===== src/core/cmd_decoder_pkg.sv =====
// package: register map, field layout and codes for the command decoder
`default_nettype none
package cmd_decoder_pkg;
    localparam logic [7:0] ADDR_SRC_PORT = 8'h01;
    localparam logic [7:0] ADDR_DST_PORT = 8'h02;
    localparam logic [7:0] ADDR_OUT_SLOT = 8'h03;
    localparam logic [7:0] ADDR_GEN_IN1 = 8'h04;
    localparam logic [7:0] ADDR_CONN_CMD = 8'h06;
    localparam logic [7:0] ADDR_CFG_CONFIG_COMMAND_ONE = 8'h08;
    localparam logic [7:0] ADDR_IN_SLOT = 8'h09;
    localparam logic [7:0] ADDR_STATUS = 8'h0f;
    localparam logic [7:0] RESET_VAL = 8'h00;
    localparam int CODE_LSB = 0;
    localparam int QUAL_LSB = 4;
    localparam int RDY_BIT = 0;
    localparam int HMODE_BIT = 1;
    localparam int BUSY_CYCLES = 4;
    localparam logic [3:0] CC_NOP = 4'h0;
    localparam logic [3:0] CC_DISC_ALL = 4'h8;
    localparam logic [3:0] CC_BIDIR = 4'h9;
    localparam logic [3:0] CC_DUMP = 4'ha;
    localparam logic [3:0] CF_ROLE = 4'h1;
    localparam logic [3:0] CF_PRIMARY = 4'h2;
    localparam logic [3:0] CF_SECOND = 4'h3;
    localparam logic [3:0] CF_SLAVE_SRC = 4'h4;
    localparam logic [3:0] CF_CT_CLK = 4'h5;
    localparam logic [3:0] CF_PCM_CLK = 4'h6;
    localparam logic [3:0] CF_COMPAT = 4'h7;
    localparam logic [3:0] CF_NETREF1 = 4'h8;
    localparam logic [3:0] CF_NETREF2 = 4'h9;
    localparam logic [3:0] CF_FALLBACK = 4'ha;
    localparam logic [3:0] CF_LOCAL_RATE = 4'hb;
    localparam logic [3:0] CF_HBUS_RATE = 4'hc;
    localparam logic [3:0] CF_READ_SLOT = 4'hd;
    localparam logic [3:0] CF_STREAM = 4'he;
    localparam logic [3:0] CF_BIT_SHIFT = 4'hf;
    localparam logic [3:0] Q_SPECIAL = 4'hf;

    typedef struct packed {
        logic [3:0] qualifier;
        logic [3:0] code;
    } cmd_s;

    typedef struct packed {
        logic valid;
        logic [3:0] code;
        logic [3:0] qualifier;
        logic [7:0] src_port;
        logic [7:0] src_slot;
        logic [7:0] dst_port;
        logic [7:0] dst_slot;
    } conn_op_s;

    typedef struct packed {
        logic master;
        logic [3:0] primary_ref;
        logic [2:0] primary_freq;
        logic [3:0] secondary_ref;
        logic [2:0] secondary_freq;
        logic [3:0] slave_src;
        logic [1:0] ct_clk_out;
        logic [2:0] pcm_freq;
        logic pcm_output;
        logic [1:0] legacy_en;
        logic [1:0] third_bus;
        logic [3:0] netref1;
        logic [3:0] netref2;
        logic [3:0] fallback;
        logic dump_en;
    } cfg_s;
endpackage : cmd_decoder_pkg
`default_nettype wire


===== src/core/tdm_switch_config_command_decoder.sv =====
// command decoder: connection and first configuration command registers
// ---------------------------------------------------------------------
// Operation
// - 8-bit config register, resets zero, 0000 nop
// - code 1000 clears all connections
// - code 1001 bidirectional connect, bit0 delay
// - code 1010 bit0 enables memory dump
// - code 0001 bit0 sets slave or master
// - code 0010 selects primary PLL reference
// - code 0011 secondary reference, 1111 special programming
// - code 0100 selects slave-path PLL source
// - code 0101 drives bus clock pairs
// - code 0110 frame clock frequency and direction
// - code 0111 enables legacy clock outputs
// - codes 1000/1001 configure network reference outputs
// - code 1010 fallback mode and switch-back
// - code 1011 local line rate per direction
// - code 1100 bus line rate, 11 all lines
// - code 1101 reads input or output slot
// - code 1110 stream switch establish or release
// - code 1111 applies bit shift to lines
// - shift fields: edge side, amount, half clock
// - general input bits 2..0 give frequency
// ---------------------------------------------------------------------
//
// The strobed register port was decided locally.
`default_nettype none
module tdm_switch_config_command_decoder #(
    parameter int LINES = 32
) (
    // clock and reset
    input wire logic clk_sys,
    input wire logic rst_n,
    // register port
    input wire logic [7:0] reg_addr,
    input wire logic [7:0] reg_wdata,
    input wire logic reg_wr,
    input wire logic reg_rd,
    output logic [7:0] reg_rdata,
    // device mode: 1 in H-mode, 0 in M-mode
    input wire logic h_mode,
    // operations to the switching core
    output cmd_decoder_pkg::conn_op_s conn_op,
    output cmd_decoder_pkg::cfg_s cfg,
    output logic [1:0] in_rate [LINES],
    output logic [1:0] out_rate [LINES],
    output logic [1:0] hbus_rate [LINES],
    output logic [4:0] in_shift [LINES],
    output logic [4:0] out_shift [LINES],
    output logic [1:0] stream_mode,
    output logic stream_pulse,
    output logic stream_est,
    output logic stream_rel_all,
    output logic slot_read_req,
    output logic slot_read_out,
    output logic special_cfg_start,
    output logic special_cfg_write,
    output logic [7:0] special_cfg_data
);
    // -----------------------------------------------------------------
    // register bank
    // -----------------------------------------------------------------
    logic [7:0] src_port_q, dst_port_q, out_slot_q, in_slot_q, gen_in1_q;
    cmd_decoder_pkg::cmd_s conn_cmd_q, cfg_cmd_q;
    logic [2:0] busy_q;
    logic h_mode_s1_q, h_mode_q;
    logic ready;
    logic wr_conn, wr_cfg;
    cmd_decoder_pkg::cmd_s wcmd;

    function automatic logic [4:0] line_of(input logic [7:0] port);
        line_of = port[4:0];
    endfunction : line_of

    assign ready = (busy_q == 3'h0);
    assign wcmd = cmd_decoder_pkg::cmd_s'(reg_wdata);
    assign wr_conn = reg_wr && reg_addr == cmd_decoder_pkg::ADDR_CONN_CMD;
    assign wr_cfg = reg_wr && reg_addr == cmd_decoder_pkg::ADDR_CFG_CONFIG_COMMAND_ONE;

    // mode strap is asynchronous to this clock
    always_ff @(posedge clk_sys or negedge rst_n) begin
        if (!rst_n) begin
            h_mode_s1_q <= 1'b0;
            h_mode_q <= 1'b0;
        end else begin
            h_mode_s1_q <= h_mode;
            h_mode_q <= h_mode_s1_q;
        end
    end

    always_ff @(posedge clk_sys or negedge rst_n) begin
        if (!rst_n) begin
            src_port_q <= cmd_decoder_pkg::RESET_VAL;
            dst_port_q <= cmd_decoder_pkg::RESET_VAL;
            out_slot_q <= cmd_decoder_pkg::RESET_VAL;
            in_slot_q <= cmd_decoder_pkg::RESET_VAL;
            gen_in1_q <= cmd_decoder_pkg::RESET_VAL;
            conn_cmd_q <= cmd_decoder_pkg::cmd_s'(cmd_decoder_pkg::RESET_VAL);
            cfg_cmd_q <= cmd_decoder_pkg::cmd_s'(cmd_decoder_pkg::RESET_VAL);
        end else if (reg_wr) begin
            unique case (reg_addr)
                cmd_decoder_pkg::ADDR_SRC_PORT: src_port_q <= reg_wdata;
                cmd_decoder_pkg::ADDR_DST_PORT: dst_port_q <= reg_wdata;
                cmd_decoder_pkg::ADDR_OUT_SLOT: out_slot_q <= reg_wdata;
                cmd_decoder_pkg::ADDR_IN_SLOT: in_slot_q <= reg_wdata;
                cmd_decoder_pkg::ADDR_GEN_IN1: gen_in1_q <= reg_wdata;
                // writes while busy are dropped; host must poll ready
                cmd_decoder_pkg::ADDR_CONN_CMD: if (ready) conn_cmd_q <= wcmd;
                cmd_decoder_pkg::ADDR_CFG_CONFIG_COMMAND_ONE: cfg_cmd_q <= wcmd;
                default: ;
            endcase
        end
    end

    always_ff @(posedge clk_sys or negedge rst_n) begin
        if (!rst_n) begin
            reg_rdata <= 8'h00;
        end else if (reg_rd) begin
            unique case (reg_addr)
                cmd_decoder_pkg::ADDR_SRC_PORT: reg_rdata <= src_port_q;
                cmd_decoder_pkg::ADDR_DST_PORT: reg_rdata <= dst_port_q;
                cmd_decoder_pkg::ADDR_OUT_SLOT: reg_rdata <= out_slot_q;
                cmd_decoder_pkg::ADDR_IN_SLOT: reg_rdata <= in_slot_q;
                cmd_decoder_pkg::ADDR_GEN_IN1: reg_rdata <= gen_in1_q;
                cmd_decoder_pkg::ADDR_CONN_CMD: reg_rdata <= conn_cmd_q;
                cmd_decoder_pkg::ADDR_CFG_CONFIG_COMMAND_ONE: reg_rdata <= cfg_cmd_q;
                cmd_decoder_pkg::ADDR_STATUS:
                    reg_rdata <= {6'h00, h_mode_q, ready};
                default: reg_rdata <= 8'h00;
            endcase
        end else begin
            reg_rdata <= 8'h00;
        end
    end

    // -----------------------------------------------------------------
    // connection commands
    // -----------------------------------------------------------------
    // busy window models the core accepting the command
    always_ff @(posedge clk_sys or negedge rst_n) begin
        if (!rst_n) begin
            busy_q <= 3'h0;
            conn_op <= '0;
        end else begin
            conn_op.valid <= 1'b0;
            if (busy_q != 3'h0)
                busy_q <= busy_q - 3'h1;
            if (wr_conn && ready && wcmd.code != cmd_decoder_pkg::CC_NOP) begin
                busy_q <= 3'(cmd_decoder_pkg::BUSY_CYCLES);
                conn_op.valid <= 1'b1;
                conn_op.code <= wcmd.code;
                conn_op.qualifier <= wcmd.qualifier;
                conn_op.src_port <= src_port_q;
                conn_op.src_slot <= in_slot_q;
                conn_op.dst_port <= dst_port_q;
                conn_op.dst_slot <= out_slot_q;
            end
        end
    end

    // -----------------------------------------------------------------
    // configuration commands
    // -----------------------------------------------------------------
    logic [3:0] q;
    logic h_ok;
    assign q = wcmd.qualifier;
    assign h_ok = h_mode_q;

    always_ff @(posedge clk_sys or negedge rst_n) begin
        if (!rst_n) begin
            cfg <= '0;
        end else begin
            if (wr_conn && ready && wcmd.code == cmd_decoder_pkg::CC_DUMP)
                cfg.dump_en <= q[0];
            if (wr_cfg) begin
                unique case (wcmd.code)
                    cmd_decoder_pkg::CF_ROLE: if (h_ok) cfg.master <= q[0];
                    cmd_decoder_pkg::CF_PRIMARY: begin
                        // unused codes and wrong-mode sources are ignored
                        if (q != 4'h9 && q != 4'ha &&
                            !((q == 4'h1 || q == 4'h2) && h_ok) &&
                            !((q == 4'h3 || q == 4'h4 || q > 4'h6) && !h_ok)) begin
                            cfg.primary_ref <= q;
                            cfg.primary_freq <= gen_in1_q[2:0];
                        end
                    end
                    cmd_decoder_pkg::CF_SECOND: begin
                        if (h_ok && q != cmd_decoder_pkg::Q_SPECIAL) begin
                            cfg.secondary_ref <= q;
                            cfg.secondary_freq <= gen_in1_q[2:0];
                        end
                    end
                    cmd_decoder_pkg::CF_SLAVE_SRC:
                        if (h_ok && q >= 4'h5 && q <= 4'hc) cfg.slave_src <= q;
                    cmd_decoder_pkg::CF_CT_CLK:
                        if (h_ok && q[1:0] != 2'h3) cfg.ct_clk_out <= q[1:0];
                    cmd_decoder_pkg::CF_PCM_CLK: begin
                        if (q[2:0] != 3'h0 && q[2:0] <= 3'h4) begin
                            cfg.pcm_freq <= q[2:0];
                            cfg.pcm_output <= q[3];
                        end
                    end
                    cmd_decoder_pkg::CF_COMPAT: begin
                        if (h_ok) begin
                            cfg.legacy_en <= q[1:0];
                            cfg.third_bus <= q[3:2];
                        end
                    end
                    cmd_decoder_pkg::CF_NETREF1:
                        if (h_ok && q[3:1] <= 3'h4) cfg.netref1 <= q;
                    cmd_decoder_pkg::CF_NETREF2:
                        if (h_ok && q[3:1] <= 3'h4) cfg.netref2 <= q;
                    // bit 3 phase alignment stored as written
                    cmd_decoder_pkg::CF_FALLBACK: if (h_ok) cfg.fallback <= q;
                    default: ;
                endcase
            end
        end
    end

    // -----------------------------------------------------------------
    // per-line rate and shift tables
    // -----------------------------------------------------------------
    logic [4:0] shift_val;
    assign shift_val = gen_in1_q[4:0];

    always_ff @(posedge clk_sys or negedge rst_n) begin
        if (!rst_n) begin
            for (int i = 0; i < LINES; i++) begin
                in_rate[i] <= 2'h0;
                out_rate[i] <= 2'h0;
                hbus_rate[i] <= 2'h0;
                in_shift[i] <= 5'h00;
                out_shift[i] <= 5'h00;
            end
        end else if (wr_cfg) begin
            unique case (wcmd.code)
                cmd_decoder_pkg::CF_LOCAL_RATE: begin
                    if (q[2]) in_rate[line_of(src_port_q)] <= q[1:0];
                    if (q[3]) out_rate[line_of(dst_port_q)] <= q[1:0];
                end
                cmd_decoder_pkg::CF_HBUS_RATE: begin
                    if (h_ok) begin
                        if (q[1:0] == 2'h3) begin
                            for (int i = 0; i < LINES; i++)
                                hbus_rate[i] <= 2'h2;
                        end else begin
                            hbus_rate[line_of(src_port_q)] <= q[1:0];
                        end
                    end
                end
                cmd_decoder_pkg::CF_BIT_SHIFT: begin
                    unique case (q[1:0])
                        2'h0: in_shift[line_of(src_port_q)] <= shift_val;
                        2'h1: for (int i = 0; i < LINES; i++) in_shift[i] <= shift_val;
                        2'h2: for (int i = 0; i < LINES; i++) out_shift[i] <= shift_val;
                        2'h3: begin
                            for (int i = 0; i < LINES; i++) begin
                                in_shift[i] <= shift_val;
                                out_shift[i] <= shift_val;
                            end
                        end
                    endcase
                end
                default: ;
            endcase
        end
    end

    // -----------------------------------------------------------------
    // one-cycle strobes to the core, with held mode and data fields
    // -----------------------------------------------------------------
    always_ff @(posedge clk_sys or negedge rst_n) begin
        if (!rst_n) begin
            stream_pulse <= 1'b0;
            stream_mode <= 2'h0;
            stream_est <= 1'b0;
            stream_rel_all <= 1'b0;
            slot_read_req <= 1'b0;
            slot_read_out <= 1'b0;
            special_cfg_start <= 1'b0;
            special_cfg_write <= 1'b0;
            special_cfg_data <= 8'h00;
        end else begin
            stream_pulse <= 1'b0;
            slot_read_req <= 1'b0;
            special_cfg_start <= 1'b0;
            special_cfg_write <= 1'b0;
            stream_rel_all <= 1'b0;
            if (wr_cfg) begin
                unique case (wcmd.code)
                    cmd_decoder_pkg::CF_STREAM: begin
                        // equal ports are the host's fault; ignored as a guard
                        if (h_ok && src_port_q != dst_port_q) begin
                            stream_pulse <= 1'b1;
                            stream_mode <= q[1:0];
                            stream_est <= q[2];
                            stream_rel_all <= q[3];
                        end
                    end
                    cmd_decoder_pkg::CF_READ_SLOT: begin
                        slot_read_req <= 1'b1;
                        slot_read_out <= q[0];
                    end
                    cmd_decoder_pkg::CF_SECOND:
                        special_cfg_start <= h_ok && q == cmd_decoder_pkg::Q_SPECIAL;
                    cmd_decoder_pkg::CF_SLAVE_SRC: begin
                        if (h_ok && q == cmd_decoder_pkg::Q_SPECIAL) begin
                            special_cfg_write <= 1'b1;
                            special_cfg_data <= gen_in1_q;
                        end
                    end
                    default: ;
                endcase
            end
        end
    end
endmodule : tdm_switch_config_command_decoder
`default_nettype wire


===== config.mk =====
export PLATFORM = sky130hd
export DESIGN_NAME = tdm_switch_config_command_decoder
export DESIGN_NICKNAME = d
export VERILOG_FILES = /design/src/core/cmd_decoder_pkg.sv /design/src/core/tdm_switch_config_command_decoder.sv
export SDC_FILE = /design/constraint.sdc
export NUM_CORES = 1
export LEC_CHECK = 0
export ABC_AREA = 1
export ABC_CLOCK_PERIOD_IN_PS = 2500
export BUFFER_PORTS_ARGS = -buffer_cell sky130_fd_sc_hd__buf_2
export CORE_AREA = 3 3 245 247
export DETAILED_ROUTE_END_ITERATION = 7
export DIE_AREA = 0 0 248 250
export PLACE_DENSITY = 0.7
export SLEW_MARGIN = 20
export SYNTH_ARGS = -nofsm -noshare
export SYNTH_HDL_FRONTEND = slang
export SYNTH_SLANG_ARGS = --single-unit

===== constraint.sdc =====
create_clock -name clk_sys -period 2.5 [get_ports clk_sys]
set_clock_uncertainty 0.2 [all_clocks]
set_input_delay 0.5 -clock clk_sys [delete_from_list [all_inputs] [get_ports clk_sys]]
set_output_delay 0.5 -clock clk_sys [all_outputs]
set_load 0.05 [all_outputs]

### After elaboration in Yosys (flattened, before gate mapping)

Index checks and enable logic that the tools add are counted.

* output and inout port bits: 620
* register bits after elaboration: 526
* word-level logic and storage cells: 311

* add/subtract/negate cells: 1
* reductions and logical operators: 60
* muxes and demuxes: 30
* $lt $le $gt $ge: 9
* equal/unequal tests: 36
* bitwise logic cells: 2

Operators with widths (number)
* 160-bit case mux with 2 select lines: 1
* 64-bit bitwise mux: 3
* 160-bit bitwise mux: 1
* 64-bit two-way mux: 1
* 8-bit case mux with 8 select lines: 1
* 3-bit AND reduction: 18
* 41-bit two-way mux: 1
* 4-bit == test, second input constant: 9
* 5-bit demux with 5-bit select: 1
* 8-bit by 4-bit == test with 1-bit output, second input constant: 3
* 2-bit demux with 5-bit select: 2
* 4-bit by 3-bit == test with 1-bit output, second input constant: 5
* 1-bit logical AND: 20
* 4-bit by 2-bit == test with 1-bit output, second input constant: 4
* 8-bit by 2-bit == test with 1-bit output, second input constant: 2
* 8-bit by 3-bit == test with 1-bit output, second input constant: 2
* 2-bit AND reduction: 7
* 1-bit two-way mux: 13
* 6-bit greater-or-equal comparator, second input constant: 2
* 6-bit by 1-bit less-than comparator with 1-bit output, second input constant: 2
* 4-bit inequality test, second input constant: 3
* 5-bit NOT with 6-bit output: 2
* 4-bit by 1-bit == test with 1-bit output, second input constant: 2
* 8-bit by 1-bit == test with 1-bit output, second input constant: 1
* 21 further kinds: 32

### Logic depth before layout (Yosys ltp)

* depth after elaboration: 7
* mapped depth: 11
* mapped depth without buffers: 10

### Least setup slack after synthesis

Ideal clock, no wire load.

* kind: flip-flop to output port
* start point: register, netlist name out_shift[0]
* end point: output out_shift[100] in the netlist's numbering
* path buffers: 1
* arrival time: 1.416 ns
* cell stages (with the launch flop): 2
* slack: 0.384 ns
* data required time: 1.800 ns
* cells stage by stage: dfrtp_1 > buf_4

RTL lines
* to (decl): line tdm_switch_config_command_decoder.sv:49 `output logic [4:0] out_shift [LINES],`

### Final worst setup path

* start point: register src_port_q[1]
* end point: register in_shift[88] in the netlist's numbering

* word-level cells in the longest chain between the ends: 7
* elaborated cells between the ends (all ways): 8
* those cells by class: order compare (2); mux (4); bitwise (1); reduce/logical (1)

Ends and longest elaborated chain
* from (decl): line tdm_switch_config_command_decoder.sv:63 `logic [7:0] src_port_q, dst_port_q, out_slot_q, in_slot_q, gen_in1_q;`
* from (signal assigned): line tdm_switch_config_command_decoder.sv:93 `src_port_q <= cmd_decoder_pkg::RESET_VAL;`
* from (signal assigned): line tdm_switch_config_command_decoder.sv:102 `cmd_decoder_pkg::ADDR_SRC_PORT: src_port_q <= reg_wdata;`
* 5-bit NOT with 6-bit output (not written as such) *: line tdm_switch_config_command_decoder.sv:254 `2'h0: in_shift[line_of(src_port_q)] <= shift_val;`
* 6-bit greater-or-equal comparator (not written as such) or 6-bit by 1-bit less-than comparator with 1-bit output (tied branches): line tdm_switch_config_command_decoder.sv:254
* 1-bit logical AND (not written as such): line tdm_switch_config_command_decoder.sv:254
* 5-bit two-way mux (not written as such): line tdm_switch_config_command_decoder.sv:254
* 5-bit demux with 5-bit select *: line tdm_switch_config_command_decoder.sv:254
* 160-bit bitwise mux *: line tdm_switch_config_command_decoder.sv:254
* 160-bit case mux with 2 select lines *: line tdm_switch_config_command_decoder.sv:253 `unique case (q[1:0])`
* to (signal, indexed assignment): line tdm_switch_config_command_decoder.sv:254
* to (signal, indexed assignment): line tdm_switch_config_command_decoder.sv:259 `in_shift[i] <= shift_val;`
* to (decl): line tdm_switch_config_command_decoder.sv:48 `output logic [4:0] in_shift [LINES],`

Mark *: on every way between the ends. The rest lies on a longest branch, timed or not.
A chain may end at the register's enable or synchronous reset.

==> flow_summary.toml <==
[sta]
tightestPinTransition_ps = 1100
slew_headroom_pct = 26.6
period_share_pct = 92.3
hold_viol = 0
tns_ps = 0
fmax_mhz = 433
setup_viol = 0
rsz0062_at_grt = "false"
hold_ws_ps = 69.4
period_needed_ps = 2310
slew_violations = 0

[drt]
viasPerCell = 5.21
dr.pass1.iters = 6
drt-wirelength-per-cell_um = 20.2
finalWirelength_um = 85300
drc_errors = 0
num_vias = 21980
drtAntennaViolNets = 0
first_iter_violations = 1973

[synthesis]
synthesis.area_um2 = 24200
synth_top_family_by_area = "simple AND/OR/NAND/NOR gates"
synthCells = 2891
synth-seq-area-share_pct = 54.3
synthMuxAreaShare_pct = 0
synth-xor-area-share_pct = 0.145
synth_compound_area_share_pct = 6.76
synthArstFlopShare_pct = 100
synth-simple-area-share_pct = 28.7
avgSynthCellArea_um2 = 8.39
yosysMostFrequentCell = "nand2_1"
synth-main-ff-cell = "dfrtp_1"
synth.area.top_cells = "dfrtp_1 (54%), nand2_1 (16%), o21ai_0 (6.6%)"
synth_edf_count = 0
syn_nets = 2914
yosys.area.top_type_share_pct = 54.3
yosysTopAreaCell = "dfrtp_1"
synth_cell_types = 29
synth_fa_ha_area_share_pct = 0.103
yosysWarnings = 0
ys_seq_elements = 526
yosys-top-cells-count = "nand2_1 (1017), dfrtp_1 (526), o21ai_0 (318)"

[critical_path]
critPathLaunchType = "register"
path_cells = "inv_1 > nor2_1 > inv_1 > nor2_1 > nor2_1 > nor2_4 > nand2_1 > nand2_1"
worst_setup_path_end_kind = "register"
cpPeakStageDelay_ps = 550
rrSetupSlack_ps = 190
r2r_start = "src_port_q[1]$_DFFE_PN0P_"
critPathKind = "register to register"
cp.required_ps = 2770
critPathMaxFanout = 8
path_common_cell = "nor2_1"
critPathArrivalTime_ps = 2580
crit_slowest_cell = "nor2_1"
timing.rr.end = "in_shift[88]$_DFFE_PN0P_"
r2r_cells = 8

[cts]
cts_sinks = 526
cts_tree = "yes"
cts_setup_buffers = 0
clk_path_buf_depth = 3
worstSkewPairLatency_ps = 610
root_buffer = "clkbuf_16"
htree_levels = 2
clk_pin_slew_ps = 60
numCtsBuffers = 56

[worst_hold_path]
min_from = "reg_wdata[4]"
min_path_type = "input pin to register"
whs_path_depth = 3
hold_path_end = "in_rate[12]$_DFFE_PN0P_"

[layout]
area_growth_pct = 23.8
num-nets-final = 3429
seq_area_um2 = 13200
nFillCells = 5384
layout-drive-gt1-share_pct = 27.7
multi_input_area_um2 = 8720

[global_route]
grt_use_total_pct = 26.9
busiest_layer = "met2"
grtUsageMet3_pct = 6.43
grt_pass1_vias = 20638
antenna_found_initial = 5
grt_pass1_wl_um = 128000
grt_use_met1_pct = 33.4
use_met2_pct = 44.9
grt_max_degree = 82
grt.overflow.total = 0

[floorplanning]
io_pins = 641
coreArea_um2 = 57800
dieHeight_um = 250
row_count = 88
initial_core_util_pct = 41.9
die_w_um = 248
die_area_um2 = 62000

[outcome]
status = "complete, no violations"

[power_and_ir_drop]
ir_drop_uv = 472
p_leak_nw = 17.5
power.density_nw_per_um2 = 626

[place]
dp.final_hpwl_um = 61300
globalplace.congestion = 0.918
io_buffers = 640

[job]
cap_violations = 0
## metal layers
metal  vias to the layer above  routed length (um)  share of wire, %
li1                      10341                   -                 -
met1                     10518               33000                39
met2                       924               41700                49
met3                       197                6940               8.1
met4                         0                3660               4.3
met5                         -                   0                 0
## final cells by class
cell class | count | share of cell area (%)
tap | 765 | 3.19
sequential | 526 | 43.9
clock buffer | 82 | 5.63
inverter | 121 | 1.51
timing repair buffer | 784 | 15.6
antenna | 5 | 0.0417
multi-input combinational | 1917 | 29.1
clock inverter | 21 | 1.02
## placed cells by master (no fill, tap or decap), types with 2 or more instances in the layout
master,instances
nor2_4,31
ha_1,2
inv_1,105
xnor2_1,4
buf_4,111
dfrtp_2,6
buf_12,30
nand3_1,172
inv_2,15
nand2_2,5
clkbuf_16,57
clkinv_2,7
nor2_1,129
inv_6,5
nand2_1,1015
bufinv_16,7
nand3_2,2
a21oi_1,8
dfrtp_1,520
buf_2,637
clkbuf_1,8
diode_2,5
nor2_2,20
nor4_1,2
o21ai_0,318
dlygate4sd3_1,5
nand4_1,202
clkbuf_8,17
nand3b_1,2
## worst max-delay path by stage
stage / endpoint / cells after the start / from / slack [ps]
after floorplan: out_shift[100] / 1 / out_shift[0]$_DFFE_PN0P_ / 380
after CTS: out_shift[24] / 2 / out_shift[4]$_DFFE_PN0P_ / 4
after detailed placement: in_rate[48]$_DFFE_PN0P_ / 11 / reg_addr[4] / 110
after global placement: in_shift[89]$_DFFE_PN0P_ / 10 / reg_wdata[3] / 160
after global routing: in_shift[156]$_DFFE_PN0P_ / 8 / src_port_q[4]$_DFFE_PN0P_ / 7
final: in_shift[88]$_DFFE_PN0P_ / 8 / src_port_q[1]$_DFFE_PN0P_ / 190
## critical path: cells and delay by family (launching register included)
kind	cells	cell delay, ps
and+or+nand+nor	6	990
buffers and inverters	2	510
DFF	1	450
## cells by family after synthesis
| group | after synthesis |
|---|---|
| and+or+nand+nor | 1584 |
| DFF | 526 |
| buffers and inverters | 448 |
| AOI/OAI and AO/OA | 327 |
| xor gates and xnor gates | 4 |
| adders and majority gates | 2 |
## stage by stage
stage | utilization [%] | std cells | area, um^2 | setup slack (ps) | total power [mW]
floorplan | - | 2891 | 24200 | 384 | 9.32
global placement | 48.3 | 4108 | 27900 | 159 | 9.92
detailed placement | 48.3 | 4108 | 27900 | 113 | 9.94
CTS | 51.9 | 4216 | 30000 | 4.02 | 18.9
global route | 51.9 | 4221 | 30000 | 7.04 | 19.4
finish | 51.9 | 4221 | 30000 | 192 | 18.8
## where the power goes
part / internal [mW] / total [mW] / switching (mW)
clock: 5.41 / 8.98 / 3.57
combinational: 0.264 / 1.12 / 0.861
sequential: 8.59 / 8.67 / 0.0768
total: 14.3 / 18.8 / 4.51
## flip-flops by register name, indices dropped and copies added, names as in the netlist, 8 cells and up
name and cells:
conn_cmd_q 8, in_rate 64, gen_in1_q 8, src_port_q 8, hbus_rate 64, dst_port_q 8, conn_op 41, out_rate 64
in_shift 160, out_slot_q 8, cfg_cmd_q 8, special_cfg_data 8, in_slot_q 8, cfg 42, reg_rdata 8
## repair_timing
| action | CTS | global route |
|---|---|---|
| hold endpoints to repair | 37 | 0 |
| setup endpoints to repair | 0 | 28 |
| gates resized for setup | 0 | 3 |
| hold buffers | 5 | 0 |
(Power assumes the default switching activity.)
